===== src/logic/vdp_pkg.sv =====
// constants, register map and state type of the variable duty pwm output
package vdp_pkg;
  // ------------------------------------------------------------
  // clock and timing
  // ------------------------------------------------------------
  localparam int          VDP_CLK_HZ    = 20_000_000;
  localparam logic [27:0] VDP_FINE_NUM  = 28'(VDP_CLK_HZ * 10);
  localparam logic [27:0] VDP_CO_NUM    = 28'(VDP_CLK_HZ);
  localparam logic [5:0]  VDP_DIV_STEPS = 6'h22;
  // ------------------------------------------------------------
  // register offsets
  // ------------------------------------------------------------
  localparam logic [7:0] VDP_OFF_PORT   = 8'h00;
  localparam logic [7:0] VDP_OFF_FREQ   = 8'h04;
  localparam logic [7:0] VDP_OFF_DUTY   = 8'h08;
  localparam logic [7:0] VDP_OFF_START  = 8'h0c;
  localparam logic [7:0] VDP_OFF_CMD    = 8'h10;
  localparam logic [7:0] VDP_OFF_STATUS = 8'h14;
  localparam logic [7:0] VDP_OFF_ISTAT  = 8'h18;
  localparam logic [7:0] VDP_OFF_IMASK  = 8'h1c;
  // ------------------------------------------------------------
  // field positions
  // ------------------------------------------------------------
  localparam int VDP_START_GO  = 0;
  localparam int VDP_START_ISR = 1;
  localparam int VDP_EV_ERR    = 0;
  localparam int VDP_EV_START  = 1;
  localparam int VDP_EV_STOP   = 2;
  // ------------------------------------------------------------
  // operand codes and limits
  // ------------------------------------------------------------
  localparam logic [15:0] VDP_PORT_FINE   = 16'h1000;
  localparam logic [15:0] VDP_PORT_COARSE = 16'h1100;
  localparam logic [15:0] VDP_FINE_MIN    = 16'h0014;
  localparam logic [15:0] VDP_CO_MIN      = 16'h0002;
  localparam logic [15:0] VDP_CO_MAX      = 16'h7d00;
  localparam logic [15:0] VDP_DUTY_MAX    = 16'h03e8;
  localparam logic [27:0] VDP_DUTY_DIV    = 28'h00003e8;
  localparam logic [15:0] VDP_CMD_STOP    = 16'h0003;
  // ------------------------------------------------------------
  // state
  // ------------------------------------------------------------
  typedef enum logic [1:0] {ST_IDLE, ST_DIVP, ST_DIVH} vdp_seq_t;
  typedef struct packed {
    logic        pready;
    logic        pslverr;
    logic [31:0] prdata;
    logic [15:0] port;
    logic [15:0] freq;
    logic [15:0] duty;
    logic [2:0]  imask;
    logic [2:0]  istat;
    logic        irq;
    logic        pwm;
    logic        err;
    logic        run;
    logic        owner_isr;
    logic        pend;
    logic        sup_done;
    logic        supported;
    logic        rs1, rs2, rs3, run_f;
    logic        os1, os2, os3, org_f;
    vdp_seq_t    st;
    logic [5:0]  dcnt;
    logic [33:0] dvd;
    logic [27:0] dvs;
    logic [28:0] rem;
    logic [23:0] period;
    logic [23:0] cnt;
    logic [23:0] high;
    logic [23:0] hpend;
  } vdp_state_t;
  localparam vdp_state_t VDP_RST = '0;
endpackage : vdp_pkg


===== src/logic/vdp_pwm.sv =====
// variable duty pwm output channel with apb register file
// Operation
// - two port codes: fine and coarse frequency
// - fine frequency in 0.1 Hz, 2.0-6553.5 Hz
// - coarse frequency word in hertz, 2-32000 Hz
// - duty in 0.1 percent, above 1000 illegal
// - output high for duty fraction of period
// - error flag set on bad operand, else cleared
// - error if port busy with origin search
// - error if interrupt start steals cyclic output
// - new request updates duty without restart
// - frequency ignored while output runs
// - stop control code halts the output
// - leaving run mode halts the output
// - unsupported unit treats start as no-op
//
// The implementer's own choices: the placing of the registers and the APB interface to the registers.
`timescale 1ns/10ps
`default_nettype none
module vdp_pwm
  import vdp_pkg::*;
(
  input  wire logic        i_ref_clk,
  input  wire logic        i_rst_n,
  input  wire logic        i_psel,
  input  wire logic        i_penable,
  input  wire logic        i_pwrite,
  input  wire logic [7:0]  i_paddr,
  input  wire logic [31:0] i_pwdata,
  input  wire logic        i_run_mode,
  input  wire logic        i_origin_busy,
  input  wire logic        i_pwm_supported,
  output logic             o_pready,
  output logic             o_pslverr,
  output logic [31:0]      o_prdata,
  output logic             o_pwm,
  output logic             o_instr_error_flag,
  output logic             o_irq
);
  // ------------------------------------------------------------
  // decode
  // ------------------------------------------------------------
  function automatic logic is_mapped(input logic [7:0] a);
    is_mapped = (a == VDP_OFF_PORT) || (a == VDP_OFF_FREQ) ||
                (a == VDP_OFF_DUTY) || (a == VDP_OFF_START) ||
                (a == VDP_OFF_CMD) || (a == VDP_OFF_STATUS) ||
                (a == VDP_OFF_ISTAT) || (a == VDP_OFF_IMASK);
  endfunction : is_mapped

  vdp_state_t  r;
  vdp_state_t  n;
  logic        wr;
  logic        start_req;
  logic        stop_wr;
  logic        fine;
  logic        coarse;
  logic        bad;
  logic        hit;
  logic        qbit;
  logic [28:0] rem_sh;
  logic [33:0] quo;
  logic [2:0]  ev;
  logic [2:0]  clr;

  assign wr        = i_psel && i_penable && r.pready && i_pwrite && is_mapped(i_paddr);
  assign start_req = wr && (i_paddr == VDP_OFF_START) && i_pwdata[VDP_START_GO];
  assign stop_wr   = wr && (i_paddr == VDP_OFF_CMD) && (i_pwdata[15:0] == VDP_CMD_STOP);

  // ------------------------------------------------------------
  // next state
  // ------------------------------------------------------------
  always_comb begin
    n      = r;
    fine   = 1'b0;
    coarse = 1'b0;
    bad    = 1'b0;
    hit    = 1'b0;
    ev     = 3'h0;
    clr    = 3'h0;
    // apb: one wait-free answer, data set up in the setup cycle
    n.pready  = i_psel && !r.pready;
    n.pslverr = 1'b0;
    n.prdata  = 32'h0;
    if (i_psel && !r.pready) begin
      n.pslverr = !is_mapped(i_paddr);
      unique case (i_paddr)
        VDP_OFF_PORT:   n.prdata = {16'h0, r.port};
        VDP_OFF_FREQ:   n.prdata = {16'h0, r.freq};
        VDP_OFF_DUTY:   n.prdata = {16'h0, r.duty};
        VDP_OFF_STATUS: n.prdata = {28'h0, r.pend, r.pwm, r.err, r.run};
        VDP_OFF_ISTAT:  n.prdata = {29'h0, r.istat};
        VDP_OFF_IMASK:  n.prdata = {29'h0, r.imask};
        default:        n.prdata = 32'h0;
      endcase
    end
    // pins pass three flops; only agreeing late stages count
    n.rs1 = i_run_mode;
    n.rs2 = r.rs1;
    n.rs3 = r.rs2;
    if (r.rs2 == r.rs3) begin
      n.run_f = r.rs3;
    end
    n.os1 = i_origin_busy;
    n.os2 = r.os1;
    n.os3 = r.os2;
    if (r.os2 == r.os3) begin
      n.org_f = r.os3;
    end
    // strap caught once after reset release
    if (!r.sup_done) begin
      n.sup_done  = 1'b1;
      n.supported = i_pwm_supported;
    end
    // register writes
    if (wr) begin
      unique case (i_paddr)
        VDP_OFF_PORT:  n.port  = i_pwdata[15:0];
        VDP_OFF_FREQ:  n.freq  = i_pwdata[15:0];
        VDP_OFF_DUTY:  n.duty  = i_pwdata[15:0];
        VDP_OFF_IMASK: n.imask = i_pwdata[2:0];
        VDP_OFF_ISTAT: clr     = i_pwdata[2:0];
        default:       clr     = 3'h0;
      endcase
    end
    // start request; operands still checked, but no new division while one is running
    if (start_req && r.supported && r.run_f) begin
      fine   = (r.port == VDP_PORT_FINE);
      coarse = (r.port == VDP_PORT_COARSE);
      bad    = !(fine || coarse) || (r.duty > VDP_DUTY_MAX);
      bad    = bad || (fine && (r.freq < VDP_FINE_MIN));
      bad    = bad || (coarse && ((r.freq < VDP_CO_MIN) || (r.freq > VDP_CO_MAX)));
      hit    = bad || r.org_f;
      hit    = hit || (i_pwdata[VDP_START_ISR] && r.run && !r.owner_isr);
      n.err  = hit;
      ev[VDP_EV_ERR] = hit;
      if (!hit && (r.st == ST_IDLE)) begin
        n.dcnt = VDP_DIV_STEPS;
        n.rem  = 29'h0;
        if (r.run) begin
          // keep the running period, only the duty is recomputed
          n.st  = ST_DIVH;
          n.dvd = 34'(r.period) * 34'(r.duty[9:0]);
          n.dvs = VDP_DUTY_DIV;
        end else begin
          n.st        = ST_DIVP;
          n.dvd       = {6'h0, fine ? VDP_FINE_NUM : VDP_CO_NUM};
          n.dvs       = {12'h0, r.freq};
          n.owner_isr = i_pwdata[VDP_START_ISR];
        end
      end
    end
    // serial divider: one quotient bit per clock saves a wide divider
    rem_sh = {r.rem[27:0], r.dvd[33]};
    qbit   = (rem_sh >= {1'b0, r.dvs});
    quo    = {r.dvd[32:0], qbit};
    if (r.st != ST_IDLE) begin
      n.rem  = qbit ? (rem_sh - {1'b0, r.dvs}) : rem_sh;
      n.dvd  = quo;
      n.dcnt = r.dcnt - 6'h1;
      if (r.dcnt == 6'h1) begin
        n.rem = 29'h0;
        if (r.st == ST_DIVP) begin
          n.period = quo[23:0];
          n.dvd    = 34'(quo[23:0]) * 34'(r.duty[9:0]);
          n.dvs    = VDP_DUTY_DIV;
          n.dcnt   = VDP_DIV_STEPS;
          n.st     = ST_DIVH;
        end else begin
          n.st = ST_IDLE;
          if (r.run) begin
            n.hpend = quo[23:0];
            n.pend  = 1'b1;
          end else begin
            n.run  = 1'b1;
            n.cnt  = 24'h0;
            n.high = quo[23:0];
            ev[VDP_EV_START] = 1'b1;
          end
        end
      end
    end
    // period counter; duty swaps only at the wrap so no glitch
    if (r.run) begin
      if (r.cnt == (r.period - 24'h1)) begin
        n.cnt = 24'h0;
        if (r.pend) begin
          n.high = r.hpend;
          n.pend = 1'b0;
        end
      end else begin
        n.cnt = r.cnt + 24'h1;
      end
    end
    // stop wins over any start finishing in the same cycle
    if (stop_wr || !r.run_f) begin
      n.run  = 1'b0;
      n.pend = 1'b0;
      n.st   = ST_IDLE;
      ev[VDP_EV_STOP] = r.run;
    end
    // sticky events: set wins over a simultaneous clear
    n.istat = (r.istat & ~clr) | ev;
    n.pwm   = n.run && (n.cnt < n.high);
    n.irq   = |(n.istat & n.imask);
  end

  // ------------------------------------------------------------
  // state register
  // ------------------------------------------------------------
  always_ff @(posedge i_ref_clk) begin
    if (!i_rst_n) begin
      r <= VDP_RST;
    end else begin
      r <= n;
    end
  end

  assign o_pready           = r.pready;
  assign o_pslverr          = r.pslverr;
  assign o_prdata           = r.prdata;
  assign o_pwm              = r.pwm;
  assign o_instr_error_flag = r.err;
  assign o_irq              = r.irq;

  // ------------------------------------------------------------
  // checks
  // ------------------------------------------------------------
  a_pwm_duty_level: assert property (@(posedge i_ref_clk) disable iff (!i_rst_n)
    $past(i_rst_n) |-> (o_pwm == (r.run && (r.cnt < r.high))))
    else $error("pwm level does not follow duty threshold");

  a_bad_op_err: assert property (@(posedge i_ref_clk) disable iff (!i_rst_n)
    (start_req && r.supported && r.run_f && (r.duty > VDP_DUTY_MAX)) |=> o_instr_error_flag)
    else $error("illegal duty did not raise error");

  a_busy_err: assert property (@(posedge i_ref_clk) disable iff (!i_rst_n)
    (start_req && r.supported && r.run_f && r.org_f) |=> o_instr_error_flag)
    else $error("busy port did not raise error");

  a_isr_conflict: assert property (@(posedge i_ref_clk) disable iff (!i_rst_n)
    (start_req && r.supported && r.run_f && i_pwdata[VDP_START_ISR] && r.run && !r.owner_isr)
    |=> o_instr_error_flag)
    else $error("interrupt start over cyclic output not flagged");

  a_no_restart: assert property (@(posedge i_ref_clk) disable iff (!i_rst_n)
    (r.run && r.run_f && start_req) |=> (r.run && (r.cnt != 24'h0 || $past(r.cnt) == (r.period - 24'h1))))
    else $error("duty update restarted the waveform");

  a_freq_kept: assert property (@(posedge i_ref_clk) disable iff (!i_rst_n)
    ($past(r.run) && r.run) |-> $stable(r.period))
    else $error("period changed while running");

  a_stop_cmd: assert property (@(posedge i_ref_clk) disable iff (!i_rst_n)
    stop_wr |=> (!r.run && !o_pwm))
    else $error("stop code did not halt output");

  a_run_exit: assert property (@(posedge i_ref_clk) disable iff (!i_rst_n)
    !r.run_f |=> (!r.run ##1 !o_pwm))
    else $error("output kept running outside run mode");

  a_nop_unsup: assert property (@(posedge i_ref_clk) disable iff (!i_rst_n)
    (start_req && r.sup_done && !r.supported) |=> ($stable(o_instr_error_flag) && (r.st == ST_IDLE || $past(r.st) != ST_IDLE)))
    else $error("start on unsupported unit was not ignored");

  a_duty_boundary: assert property (@(posedge i_ref_clk) disable iff (!i_rst_n)
    ($past(r.run) && r.run && (r.high != $past(r.high))) |-> ($past(r.cnt) == ($past(r.period) - 24'h1)))
    else $error("duty changed away from period boundary");

  a_irq_level: assert property (@(posedge i_ref_clk) disable iff (!i_rst_n)
    $past(i_rst_n) |-> (o_irq == |(r.istat & r.imask)))
    else $error("interrupt output does not match masked status");

endmodule : vdp_pwm
`default_nettype wire


===== config.mk =====
export PLATFORM = sky130hd
export DESIGN_NAME = vdp_pwm
export DESIGN_NICKNAME = d
export VERILOG_FILES = /design/src/logic/vdp_pkg.sv /design/src/logic/vdp_pwm.sv
export SDC_FILE = /design/constraint.sdc
export NUM_CORES = 2
export LEC_CHECK = 0
export BUFFER_PORTS_ARGS = -buffer_cell sky130_fd_sc_hd__buf_4
export CORE_AREA = 5 5 263 265
export CTS_CLUSTER_SIZE = 24
export DETAILED_ROUTE_END_ITERATION = 10
export DIE_AREA = 0 0 268 270
export HOLD_SLACK_MARGIN = 0.03
export PLACE_DENSITY = 0.73
export SETUP_SLACK_MARGIN = 0.3
export SLEW_MARGIN = 20
export SYNTH_ARGS = -nofsm -noshare
export SYNTH_HDL_FRONTEND = slang
export SYNTH_SLANG_ARGS = --single-unit
export TNS_END_PERCENT = 5

===== constraint.sdc =====
create_clock -name i_ref_clk -period 9.5 [get_ports i_ref_clk]
set_input_delay 0.95 -clock i_ref_clk [delete_from_list [all_inputs] [get_ports i_ref_clk]]
set_output_delay 0.95 -clock i_ref_clk [all_outputs]
set_load 0.01 [all_outputs]

==> results.txt <==
Core area -> 66600 um2
Mux share of post-synthesis cell area -> 0.0150
Asr flop ratio synth -> 0
Maxcap violations -> 0
Flops & latches, synth -> 282
Final setup viols -> 0
Setup TNS -> 0 ns
Vias/cell -> 5.71
Largest cells by area after synthesis -> fa_1 24%, dfxtp_1 19%, nand2_1 8.5%
Ratio of cells with drive above 1 in the final layout -> 0.0539
CP Launch Type -> register
DRC violations left -> 0
Synth cell count leaders -> 675 x nand2_1, 387 x inv_1, 349 x fa_1
Multi-input gate area -> 21600 um2
Final hold slack -> 0.443 ns
Final Max Slew Viols -> 0
M1 WL -> 32900 um
Met2 WL -> 38500 um
Power consumption -> 2.46 mW
Mapped cell area -> 29700 um2
Vias in the first global route -> 25300
CP required -> 9.94 ns
Die area -> 72400 um2
Total gr overflow -> 0
Area leader, netlist -> fa_1
Detail Route Antenna Nets -> 0
Arr. time, crit path -> 8.92 ns
Fin crit share -> 0.892
Die Height -> 270 um
Gr usage total -> 0.216
Ys flop type -> dfxtp_1
Synth Area in Adders -> 0.317
Num CTS Buffers -> 31
Met3 WL -> 5820 um
Syn Inst Count -> 3669
Post-DP Area -> 30600 um2
Ant diodes -> 0
CTS H-Tree Depth -> 1
Count leader, synth -> nand2_1
Post-synth EDFFs -> 0
Initial Util -> 0.446
CTS Buffer Depth -> 3
# rows -> 95
Final wirelength -> 79800 um
Die W -> 268 um
Outcome -> completed
Clk_lat worst skew -> 0.61 ns
# fillers -> 6454
Max rail drop VDD -> 0.129 mV
Final #Nets -> 4153
Synth Area in Simple Gates -> 0.222
Pre-antenna DRT Iters -> 6
Highest Clock Rate -> 118 MHz
Placed Cells incl. Taps -> 4403
Clk slew on worst S/H paths -> 0.06 ns
Leak -> 14.0 nW
Slew of the pin with the lowest slew margin -> 1.04 ns
Layout area overhead -> 6.42%
CP Max Fanout -> 5
Yosys cell types -> 88
Clock root buffer -> clkbuf_16
Slew headroom -> 0.309
Synth Area in XOR/XNOR -> 0.0342
CP bufs+invs -> 3
Main combinational cell family by area after synthesis -> adder cells
Initial antenna violation count -> 0
PwrDens -> 77.9 nW/um2
RSZ-0062 raised after global routing -> no
Worst Skew -> 0.0250 ns
Sequential fraction of the synthesis area -> 0.190
Crit. End Element -> register
Delay-heaviest family, CP -> adder cells
Post-layout min period -> 8.48 ns
Ys Warns -> 0
Mean routed wirelength per cell -> 17.9 um
First-pass GRT wire length -> 131000 um
IO Count -> 85
Top cell type's share of synthesized area -> 0.235
Largest net degree at the start of global routing -> 92
CP max stage delay -> 0.61 ns
WS Path Type -> register to register
Avg Cell Area, Syn -> 8.10 um2
Via count -> 25400
Sink Count -> 282
Post-route insts no fill -> 4457
Compound-Gate Fraction of Synth Area -> 0.136
Top cell by count, worst path -> fa_1
Post-CTS Setup Inserts -> 0
Post-layout instance area -> 31600 um2
Final hold viol count -> 0
DR iter-0 viols -> 2005
Max layer used -> met4
Port bufs -> 52
Storage cell area -> 5650 um2
TritonCTS clock tree -> built
Gp weighted congestion -> 0.896
Hold Crit Class -> register to register
DP HPWL -> 58900 um
CP max-delay cell -> a2111oi_0
## cell type report
class,instances,share of cell area
inverter,388,0.0462
tap,873,0.0346
clock buffer,43,0.0285
multi-input combinational,2760,0.684
clock inverter,11,0.00404
timing repair buffer,100,0.0237
sequential,282,0.179
## layer usage
metal / up-vias / GRT usage
met2: 905 / 0.367
met1: 12600 / 0.288
li1: 11800 / -
met4: 0 / 0.0675
met5: - / 0
met3: 163 / 0.0295
## power by group
| part | internal (mW) | switching (mW) |
|---|---|---|
| clock network | 0.713 | 0.516 |
| registers | 1.18 | 0.000909 |
| logic | 0.0134 | 0.0362 |
## worst reg2reg max path: stages, from the launching register on
cell and delay [ns]:
dfxtp_1 0.39, inv_1 0.07, ha_1 0.29, nor2b_1 0.15, o2111a_1 0.26, nor4_2 0.39, nor3_1 0.16, or4_1 0.59
nand3_1 0.13, nand2_1 0.13, and2_1 0.21, fa_1 0.45, fa_1 0.50, ha_1 0.33, fa_1 0.55, inv_1 0.06
fa_1 0.54, inv_1 0.04, ha_1 0.23, nor3_1 0.33, o21ai_0 0.30, a2111oi_2 0.58, o31ai_1 0.20, a2111oi_0 0.61
o31ai_1 0.26, xor2_1 0.20, a221oi_1 0.28, a21oi_1 0.10
## cells in the final DEF (no fill, tap or decap), types with 9 or more instances in the layout
cell / count
a21oi_1: 244
nand3_1: 64
nor4_1: 19
or2_2: 9
a222oi_1: 21
or4_1: 10
a211oi_1: 19
xnor2_1: 59
or3_1: 14
o31ai_1: 16
nor3_1: 59
a21o_1: 52
mux2i_1: 40
nand2b_1: 14
a31oi_1: 31
a22oi_1: 21
nand3b_1: 10
and2_1: 209
buf_4: 100
nor3b_1: 9
o21ai_0: 91
conb_1: 16
dfxtp_1: 275
nor2_1: 194
nand4_1: 31
nor2b_1: 20
o21ai_1: 21
xor2_1: 57
fa_1: 349
nand2_1: 675
o21a_1: 20
inv_1: 386
ha_1: 193
a221oi_1: 10
clkbuf_16: 31
and3_1: 28
o21bai_1: 13
o211ai_1: 16
## metrics by stage
step	setup WS [ns]	utilization
2_1_floorplan	1.45	-
3_3_place_gp	0.864	0.459
3_5_place_dp	0.629	0.459
4_1_cts	0.567	0.475
5_1_grt	0.540	0.475
6_report	1.02	0.475
## timing repair
| action | 4_1_cts | 5_1_grt |
|---|---|---|
| gates resized for setup | 0 | 3 |
| setup endpoints to repair | 0 | 3 |
| hold buffers | 0 | 0 |
## sequential cells by signal (all words and copies together) (netlist names)
register / cells
o_irq: 1
quo: 33
o_pwm: 1
o_prdata: 16
o_pready: 1
o_instr_error_flag: 1
n: 4
r: 224
o_pslverr: 1
## cells by family after synthesis
family,after synthesis
flops,282
buf+inv,642
simple gates,1406
fa+ha+maj,542
xor+xnor,116
other cells,1
compound gates,636
mux,44
## path summary, 6_finish.rpt
kind           from      end  slack, ns  cells after the start
max          r[126]  quo[29]       1.02                     27
min          n[201]   n[200]       0.44                      1
max reg2reg  r[126]  quo[29]       1.02                     27
min reg2reg  n[201]   n[200]       0.44                      1
Power figures use the tool's default switching activity.
